File: src/pkg/dmr_pkg.sv
// package: command encodings, mode register fields and timing constants
`default_nettype none
package dmr_pkg;
   // bank address of the multipurpose and extended settings registers
   localparam logic [2:0] BA_MULTI = 3'h3;
   localparam logic [2:0] BA_EXT = 3'h2;
   localparam int ADDR_W = 15;
   localparam int DATA_W = 8;
   // field positions
   localparam int MP_EN_BIT = 2;
   localparam int MP_SEL_LO = 0;
   localparam int SRT_BIT = 7;
   // reset values
   localparam logic [1:0] MP_SEL_RST = 2'h0;
   // pattern byte returned while the pattern source is on (arbitrary choice)
   localparam logic [7:0] PATTERN_0 = 8'h55;
   localparam logic [7:0] PATTERN_1 = 8'h0f;
   localparam logic [7:0] PATTERN_2 = 8'hff;
   localparam logic [7:0] PATTERN_3 = 8'h00;
   // refresh intervals in ns, and cycles at the 20 MHz core clock
   localparam int CLK_PERIOD_NS = 50;
   localparam int REFI_NORMAL_NS = 7800;
   localparam int REFI_HOT_NS = 3900;
   localparam int REFI_NORMAL_CYC = REFI_NORMAL_NS / CLK_PERIOD_NS;
   localparam int REFI_HOT_CYC = REFI_HOT_NS / CLK_PERIOD_NS;
   localparam int SELF_REF_CYC = REFI_NORMAL_CYC;
   localparam int CNT_W = 16;
   localparam logic [CNT_W-1:0] CNT_RST = 16'h0000;
   // software register offsets
   localparam logic [3:0] REG_CTRL = 4'h0;
   localparam logic [3:0] REG_WDATA = 4'h1;
   localparam logic [3:0] REG_STATUS = 4'h2;
   localparam logic [3:0] REG_RDATA = 4'h3;
   localparam logic [3:0] REG_RCOUNT = 4'h4;
   // command codes as {ras_n, cas_n, we_n}
   localparam logic [2:0] CMD_MODE = 3'h0;
   localparam logic [2:0] CMD_REF = 3'h1;
   localparam logic [2:0] CMD_READ = 3'h5;
   localparam logic [2:0] CMD_NOP = 3'h7;
endpackage
`default_nettype wire

File: src/pkg/dmr_if.sv
// interface: command, address and read data between controller and dram
`default_nettype none
interface dmr_if;
   logic cs_n;
   logic ras_n;
   logic cas_n;
   logic we_n;
   logic [2:0] ba;
   logic [dmr_pkg::ADDR_W-1:0] addr;
   logic [dmr_pkg::DATA_W-1:0] dq;
   logic dq_valid;
   modport ctrl (output cs_n, ras_n, cas_n, we_n, ba, addr, input dq, dq_valid);
   modport dram (input cs_n, ras_n, cas_n, we_n, ba, addr, output dq, dq_valid);
endinterface
`default_nettype wire

File: src/rtl/dmr_ctrl.sv
// controller end: mode writes, reads and refresh pacing by register port
`default_nettype none
module dmr_ctrl (
   input wire logic core_clk_in,
   input wire logic nrst_in,
   dmr_if.ctrl link,
   input wire logic [3:0] addr_in,
   input wire logic [15:0] wdata_in,
   input wire logic wr_in,
   input wire logic rd_in,
   output logic [15:0] rdata_out
);
   typedef struct packed {
      logic cs_n;
      logic [2:0] cmd;
      logic [2:0] ba;
      logic [dmr_pkg::ADDR_W-1:0] addr;
      logic hot;
      logic [dmr_pkg::ADDR_W-1:0] wdata;
      logic [7:0] rd_byte;
      logic [dmr_pkg::CNT_W-1:0] cnt;
      logic [15:0] ref_count;
      logic [15:0] rdata;
   } dmr_cst_t;
   dmr_cst_t st_r;
   dmr_cst_t st_nxt;
   logic [dmr_pkg::CNT_W-1:0] limit;
   ////////////////////////////////////////////////////////////////////
   // ctrl bits: [0] write multipurpose, [1] write extended, [2] read, [3] hot
   always_comb begin
      st_nxt = st_r;
      st_nxt.cs_n = 1'b1;
      st_nxt.cmd = dmr_pkg::CMD_NOP;
      st_nxt.rdata = 16'h0000;
      if (link.dq_valid) begin
         st_nxt.rd_byte = link.dq;
      end
      // hot interval halves the pacing; otherwise 7.8 us
      limit = st_r.hot ? dmr_pkg::CNT_W'(dmr_pkg::REFI_HOT_CYC)
                       : dmr_pkg::CNT_W'(dmr_pkg::REFI_NORMAL_CYC);
      st_nxt.cnt = st_r.cnt + 16'h0001;
      if (st_r.cnt >= limit - 16'h0001) begin
         st_nxt.cnt = dmr_pkg::CNT_RST;
         st_nxt.cs_n = 1'b0;
         st_nxt.cmd = dmr_pkg::CMD_REF;
         st_nxt.ref_count = st_r.ref_count + 16'h0001;
      end else if (wr_in && addr_in == dmr_pkg::REG_CTRL) begin
         st_nxt.hot = wdata_in[3];
         if (wdata_in[0]) begin
            // mode write to bank three; reserved bits zero
            st_nxt.cs_n = 1'b0;
            st_nxt.cmd = dmr_pkg::CMD_MODE;
            st_nxt.ba = dmr_pkg::BA_MULTI;
            st_nxt.addr = {12'h000, st_r.wdata[2:0]};
         end else if (wdata_in[1]) begin
            st_nxt.cs_n = 1'b0;
            st_nxt.cmd = dmr_pkg::CMD_MODE;
            st_nxt.ba = dmr_pkg::BA_EXT;
            st_nxt.addr = st_r.wdata;
         end else if (wdata_in[2]) begin
            st_nxt.cs_n = 1'b0;
            st_nxt.cmd = dmr_pkg::CMD_READ;
            st_nxt.ba = 3'h0;
         end
      end
      if (wr_in && addr_in == dmr_pkg::REG_WDATA) begin
         st_nxt.wdata = wdata_in[dmr_pkg::ADDR_W-1:0];
      end
      if (rd_in) begin
         unique case (addr_in)
            dmr_pkg::REG_CTRL: st_nxt.rdata = {12'h000, st_r.hot, 3'h0};
            dmr_pkg::REG_WDATA: st_nxt.rdata = {1'b0, st_r.wdata};
            dmr_pkg::REG_RDATA: st_nxt.rdata = {8'h00, st_r.rd_byte};
            dmr_pkg::REG_RCOUNT: st_nxt.rdata = st_r.ref_count;
            default: st_nxt.rdata = 16'h0000;
         endcase
      end
   end
   // state register
   always_ff @(posedge core_clk_in or negedge nrst_in) begin
      if (!nrst_in) begin
         st_r <= '0;
         st_r.cs_n <= 1'b1;
         st_r.cmd <= dmr_pkg::CMD_NOP;
      end else begin
         st_r <= st_nxt;
      end
   end
   assign link.cs_n = st_r.cs_n;
   assign link.ras_n = st_r.cmd[2];
   assign link.cas_n = st_r.cmd[1];
   assign link.we_n = st_r.cmd[0];
   assign link.ba = st_r.ba;
   assign link.addr = st_r.addr;
   assign rdata_out = st_r.rdata;
endmodule
`default_nettype wire

File: src/flat_wrapper.sv
// flat-port wrapper written by rule: the top's interface ports become plain ports
module dmr_ctrl_flat 
  (core_clk_in, nrst_in, addr_in, wdata_in, wr_in, rd_in, rdata_out, link_cs_n, link_ras_n, link_cas_n, link_we_n, link_ba, link_addr, link_dq, link_dq_valid);
  dmr_if link_i ();
  input wire logic core_clk_in;
  input wire logic nrst_in;
  input wire logic [3:0] addr_in;
  input wire logic [15:0] wdata_in;
  input wire logic wr_in;
  input wire logic rd_in;
  output logic [15:0] rdata_out;
  output wire logic [$bits(link_i.cs_n)-1:0] link_cs_n;
  output wire logic [$bits(link_i.ras_n)-1:0] link_ras_n;
  output wire logic [$bits(link_i.cas_n)-1:0] link_cas_n;
  output wire logic [$bits(link_i.we_n)-1:0] link_we_n;
  output wire logic [$bits(link_i.ba)-1:0] link_ba;
  output wire logic [$bits(link_i.addr)-1:0] link_addr;
  input wire logic [$bits(link_i.dq)-1:0] link_dq;
  input wire logic [$bits(link_i.dq_valid)-1:0] link_dq_valid;
  assign link_cs_n = link_i.cs_n;
  assign link_ras_n = link_i.ras_n;
  assign link_cas_n = link_i.cas_n;
  assign link_we_n = link_i.we_n;
  assign link_ba = link_i.ba;
  assign link_addr = link_i.addr;
  assign link_i.dq = link_dq;
  assign link_i.dq_valid = link_dq_valid;
  dmr_ctrl u_core (.core_clk_in(core_clk_in), .nrst_in(nrst_in), .link(link_i), .addr_in(addr_in), .wdata_in(wdata_in), .wr_in(wr_in), .rd_in(rd_in), .rdata_out(rdata_out));
endmodule
File: config.mk
export PLATFORM = sky130hd
export DESIGN_NAME = dmr_ctrl_flat
export DESIGN_NICKNAME = d
export VERILOG_FILES = /design/src/pkg/dmr_pkg.sv /design/src/pkg/dmr_if.sv /design/src/rtl/dmr_ctrl.sv /design/src/flat_wrapper.sv
export SDC_FILE = /design/constraint.sdc
export NUM_CORES = 1
export LEC_CHECK = 0
export ABC_AREA = 1
export ABC_CLOCK_PERIOD_IN_PS = 3300
export BUFFER_PORTS_ARGS = -buffer_cell sky130_fd_sc_hd__buf_4
export CAP_MARGIN = 25
export CORE_ASPECT_RATIO = 0.7
export CORE_MARGIN = 4
export CORE_UTILIZATION = 60
export CTS_BUF_LIST = sky130_fd_sc_hd__clkbuf_2
export CTS_CLUSTER_SIZE = 30
export DETAILED_ROUTE_END_ITERATION = 6
export HOLD_SLACK_MARGIN = 0.03
export PLACE_DENSITY = 0.84
export SLEW_MARGIN = 20
export SYNTH_ARGS = -nofsm -noshare
export SYNTH_HDL_FRONTEND = slang
export SYNTH_SLANG_ARGS = --single-unit
File: constraint.sdc
create_clock -name core_clk_in -period 3.3 [get_ports core_clk_in]
set_input_delay 0.825 -clock core_clk_in [delete_from_list [all_inputs] [get_ports core_clk_in]]
set_output_delay 0.825 -clock core_clk_in [all_outputs]
set_load 0.01 [all_outputs]
==> out/qor.csv, run 1 <==
metric,value,unit
arrival,2.74,ns
crit_path_max_incr_delay,0.55,ns
gp_congestion,0.9396,
hpwlAfterDp,7119,µm
grt_pass1_wl,16930,µm
cp.required,3.72,ns
routed_wl,9872,µm
grt_setup_unrepaired,no,
synthArstFlopShare,100.0,%
maxCapViolCount,0,
dr_wl_met2,4628,µm
cts_tree,done,
die_w,112.6,µm
yosysTopAreaCell,dfrtp_1,
drv_slew,0,
power_leakage,2.680,nW
final_layout_size_suffix_gt1_share,16.75,%
syn_area_per_cell,8.142,µm²
viasPerCell,5.345,
synth_edf_count,0,
relSlewSlack,56.96,%
clock_path_buffers,2,
cp-startpoint,u_core.st_r[71],
synth_commonest_cells,"162 x nand2_1, 89 x dfrtp_1, 63 x nor2_1",
drc,0,
synth_area,4592,µm²
first_global_vias,3623,
postCtsSetupRepairBufs,0,
top_layer,met4,
grt_use_total,23.12,%
hold_class,input pin to asynchronous set/reset pin,
synth.most_common_cell,nand2_1,
startpoint_type,flip-flop,
start_util,62.18,%
dr.pass1.iters,5,
htree_levels,3,
m1WireLength,4363,µm
grt_max_degree,49,
cts_hold_buf,0,
areaGrowthSynthToFinish,9.782,%
rows,26,
seqCellArea,2306,µm²
finalSetupViolations,0,
clk_pin_slew_worst_paths,0.25,ns
die_y,81.20,µm
tns,0,ns
multiInputGateArea,1689,µm²
nets,638,
root_buffer,clkbuf_2,
drtIter0Drc,198,
yosysWarnings,0,
cts_resized,0,
portBuffers,68,
pwr_density_cell,460.0,nW/µm²
ys_seq_elements,92,
outcome,finished clean,
ioPinCount,71,
num_antenna_cells,0,
coreArea,7385,µm²
syn_inst,564,
wl_met3,747,µm
synth_area_leaders,"dfrtp_1 49%, nand2_1 13%, buf_4 6.5%, nor2_1 5.1%, inv_1 5.0%",
synth_cell_types,27,
synth_ff_type,dfrtp_1,
critPathSlowestCell,dfrtp_1,
crit_type,flip-flop to flip-flop,
crit_chain,inv_1 -> ha_1 -> nand2_1 -> inv_1 -> nand2_1 -> nand2_2 -> nor2_4 -> nand2_2 -> o21ai_0,
fin_crit,2.315,ns
worstMarginPinSlew,0.6433,ns
layout_setup_ws,0.9854,ns
antenna_found_initial,0,
clk_latency,0.56,ns
vdd_drop_max,218.5,µV
synth.top_cell.area_share,48.50,%
end_kind,flip-flop,
cts_made_buffers,9,
fill_cells,561,
dp_slack,1.122,ns
r2r_start,u_core.st_r[71],
max_freq,432.0,MHz
skew,0.03453,ns
wl_per_cell,14.08,µm
cts.sinks,92,
hold_violations,0,
seq_area_frac_synth,50.22,%
fin_crit_sh,70.14,%
crit_fanout,35,
ant_nets,0,
die_area,9139,µm²
gr-total-overflow,0,
vias,3747,
-- sequential cells by signal, summed over array words and instances, names as in the netlist --
name	cells
u_core.st_r	56
u_core.rdata_out	16
u_core.link.addr	15
u_core.link.ba	2
u_core.link.cas_n	1
u_core.link.ras_n	1
u_core.link.we_n	1
-- cells by family after synthesis --
group           synth area share (%)
compound gates                 5.395
xor+xnor                       1.717
fa+ha+maj                      1.907
buf+inv                        13.57
flops                          50.22
other cells                  0.08167
simple gates                   27.11
-- final timing paths --
check | slack (ns) | cells past startpoint | end
hold reg to reg | 0.50 | 2 | u_core.link.addr[0]
setup / recovery | 0.99 | 9 | u_core.st_r[25]
setup reg to reg | 0.99 | 9 | u_core.st_r[25]
hold / removal | 0.22 | 1 | u_core.st_r[69]
max in group asynchronous | 2.40 | 2 | u_core.st_r[46]
min in group core_clk_in | 0.48 | 3 | u_core.st_r[53]
-- critical path: cells and delay by family (launching register included) --
family          cells  cell delay, ns
buf+inv             2            0.17
flops               1            0.55
simple gates        5            0.70
compound gates      1            0.45
fa+ha+maj           1            0.31
-- cell type report --
| class | count | share of cell area (%) |
|---|---|---|
| repair buffers | 71 | 10.82 |
| well taps | 98 | 2.432 |
| clock inverters | 6 | 1.737 |
| flip-flops and latches | 92 | 45.74 |
| inverters | 64 | 4.765 |
| multi-input cells | 360 | 33.51 |
| clock buffers | 10 | 0.9928 |
-- placed cells by master, fill, tap and decap left out, types with 7 or more instances in the layout --
| cell | netlist | routed |
|---|---|---|
| o211ai_1 | 7 | 7 |
| nor2_1 | 63 | 63 |
| xor2_1 | 9 | 9 |
| buf_4 | 40 | 70 |
| conb_1 | 1 | 8 |
| nand4_1 | 23 | 23 |
| a21oi_1 | 20 | 20 |
| o21ai_0 | 18 | 18 |
| clkbuf_2 | 0 | 10 |
| ha_1 | 7 | 7 |
| nand3_1 | 27 | 27 |
| inv_1 | 61 | 61 |
| dfrtp_1 | 89 | 89 |
| nand2_1 | 162 | 162 |
-- where the power goes --
| part | switching [mW] | internal, mW |
|---|---|---|
| registers | 0.0993 | 1.23 |
| clock network | 0.373 | 0.255 |
| logic | 0.225 | 0.136 |
| total | 0.697 | 1.62 |
-- per-stage QoR --
step | hold slack [ns] | util (%) | total power, mW | instances | cell area [µm²]
floorplan | 0.4431 | - | 1.569 | 571 | 4618
global placement | 0.4570 | 66.40 | 1.675 | 685 | 4903
detailed placement | 0.4635 | 66.40 | 1.703 | 685 | 4903
CTS | 0.2100 | 68.27 | 2.327 | 701 | 5041
global route | 0.2109 | 68.27 | 2.444 | 701 | 5041
finish | 0.2195 | 68.27 | 2.319 | 701 | 5041
-- per-layer routing --
layer	vias up	track usage (%)
met1	1790	31.65
met3	15	4.840
met5	-	0
li1	1791	-
met4	0	6.963
met2	151	37.65
Power figures use the tool's default switching activity.
==> inputs of run 2 (changes only) <==
- ABC_CLOCK_PERIOD_IN_PS: 3300 -> 2260
- CORE_UTILIZATION: 60 -> 59
- PLACE_DENSITY: 0.84 -> 0.82
- clock period: 3.3 -> 2.26 ns (I/O delays scaled with it)
==> out/qor.csv, run 2 (synthesis gave the netlist of run 1 again) <==
metric,value,unit,change
wl_per_cell,14.11,µm,+0.17%
root_buffer,clkbuf_2,,
cts_tree,done,,
ioPinCount,71,,unchanged
vdd_drop_max,359.6,µV,+65%
final_layout_size_suffix_gt1_share,17.27,%,+0.52 points
postLayoutCellArea,5074,µm²,+0.65%
die_y,81.81,µm,+0.76%
outcome,finished clean,,
tns,0,ns,unchanged
grt_use_met1,31.67,%,about the same
fill_cells,588,,+4.8%
clk_pin_slew_worst_paths,0.25,ns,about the same
gp_congestion,0.9276,,-1.3%
fin_crit_sh,90.53,%,+20 points
gr-usage-met3,4.639,%,-0.20 points
num_antenna_cells,0,,unchanged
largest-register,u_core.st_r,,
ant_nets,0,,unchanged
pwr-share-seq,58.4,%,+1.1 points
p_switching,1.043,mW,+50%
drv_slew,0,,unchanged
final_common_cell,nand2_1,,
grt_busiest_layer,met2,,
start_util,61.91,%,-0.27 points
final_cell_mix,"162 x nand2_1, 89 x dfrtp_1, 73 x buf_4",,
first_global_vias,3515,,-3.0%
cp_num_buf_inv,3,,+1
pwr_density_cell,652.5,nW/µm²,+42%
hpwlAfterDp,7174,µm,+0.78%
postCtsSetupRepairBufs,0,,unchanged
crit_path_max_incr_delay,0.54,ns,about the same
die_area,9281,µm²,+1.5%
grt_max_degree,93,,+90%
clock_path_buffers,2,,unchanged
rows,26,,unchanged
hold_violations,0,,unchanged
end_kind,flip-flop,,
dr.pass1.iters,5,,unchanged
crit_fanout,33,,-5.7%
switching_share,31.49,%,+1.4 points
arrival,2.51,ns,-0.23 ns
clk_latency,0.56,ns,about the same
use_met2,34.99,%,-2.7 points
cp.depth,10,,+1
power_frac_clock,25.3,%,-1.8 points
critPathTopFamily,simple AND/OR/NAND/NOR gates,,
post_dp_cell_area,4946,µm²,+0.87%
crit_top_cell,nand2_1,,
critPathSlowestCell,dfrtp_1,,
areaGrowthSynthToFinish,10.49,%,
crit_type,flip-flop to flip-flop,,
cts.sinks,92,,unchanged
cp.required,2.73,ns,-0.99 ns
r2r_cells,10,,+1
grt_use_total,22.46,%,-0.66 points
total_power,3.310,mW,+43%
startpoint_type,flip-flop,,
nets,643,,+0.78%
die_w,113.4,µm,+0.79%
fin_crit,2.046,ns,-0.2686 ns
max_freq,488.7,MHz,+13%
viasPerCell,5.278,,-1.3%
largest_reg_flops,56,,unchanged
skew,0.02779,ns,-0.006733 ns
finalSetupViolations,0,,unchanged
power_leakage,2.692,nW,+0.46%
antenna_found_initial,0,,unchanged
combPwrFrac,16.3,%,+0.7 points
layout_setup_ws,0.2140,ns,-0.7714 ns
dp_slack,0.2993,ns,-0.8229 ns
portBuffers,68,,unchanged
hold_class,input pin to flip-flop,,
gr-total-overflow,0,,unchanged
grt_pass1_wl,16350,µm,-3.4%
grt_setup_unrepaired,no,,
drc,0,,unchanged
min_path_cells,3,,
htree_levels,3,,unchanged
drtIter0Drc,382,,+93%
intPower,2.268,mW,+40%
maxCapViolCount,0,,unchanged
coreArea,7417,µm²,+0.44%
routed_wl,9959,µm,+0.88%
vias,3726,,-0.56%
crit_chain,inv_1 -> ha_1 -> nand2_1 -> inv_1 -> nand2_1 -> nand2_1 -> nand2_1 -> nand2_2 -> buf_12 -> nor3_1,,
cts_made_buffers,9,,unchanged
-- run 2: worst register-to-register path, cell delays in order, from the launching register on --
cell and delay [ns]:
dfrtp_1 0.54, inv_1 0.12, ha_1 0.30, nand2_1 0.06
inv_1 0.03, nand2_1 0.05, nand2_1 0.05, nand2_1 0.29
nand2_2 0.15, buf_12 0.19, nor3_1 0.20
-- run 2: area by class of cell --
class                      count  area, µm²  area share (%)
timing repair buffer          76      598.1           11.79
sequential                    92       2306           45.45
tap                           98      122.6           2.417
multi-input combinational    360       1689           33.29
clock inverter                 5      62.56           1.233
clock buffer                  11      55.05           1.085
inverter                      64      240.2           4.735
-- run 2: worst paths after layout --
kind                                           start                   end  slack, ns
min in group asynchronous                    nrst_in       u_core.st_r[29]       0.55
worst min-delay path                      link_dq[0]       u_core.st_r[48]       0.20
worst min register to register  u_core.link.addr[14]  u_core.link.addr[14]       0.51
max in group asynchronous                    nrst_in      u_core.link.we_n       1.30
worst max register to register       u_core.st_r[71]       u_core.st_r[34]       0.21
worst max-delay path                 u_core.st_r[71]       u_core.st_r[34]       0.21
-- run 2: power by group through the flow --
stage | Clock (mW) | Sequential, mW | Combinational, mW
finish | 0.837 | 1.93 | 0.539
global route | 0.922 | 1.95 | 0.615
CTS | 0.854 | 1.93 | 0.540
detailed placement | 0 | 1.96 | 0.532
global placement | 0 | 1.95 | 0.496
floorplan | 0 | 1.91 | 0.382
-- run 2: timing repair --
item	in CTS	in global routing
setup endpoints to repair	0	0
endpoints found under the hold margin	89	0
hold buffers	1	0
resized for setup	0	0
-- run 2: routing by layer --
metal | part of all wire [%] | vias up
met5 | 0 | -
met4 | 1.4 | 0
met3 | 8.1 | 14
met2 | 46 | 160
met1 | 44 | 1753
li1 | - | 1799
-- run 2: through the flow --
step                instances  utilization [%]  hold slack (ns)
floorplan                 571                -           0.2694
global placement          689            66.68           0.4571
detailed placement        689            66.68           0.4630
CTS                       706            68.40           0.1574
global route              706            68.40           0.1598
finish                    706            68.40           0.2049
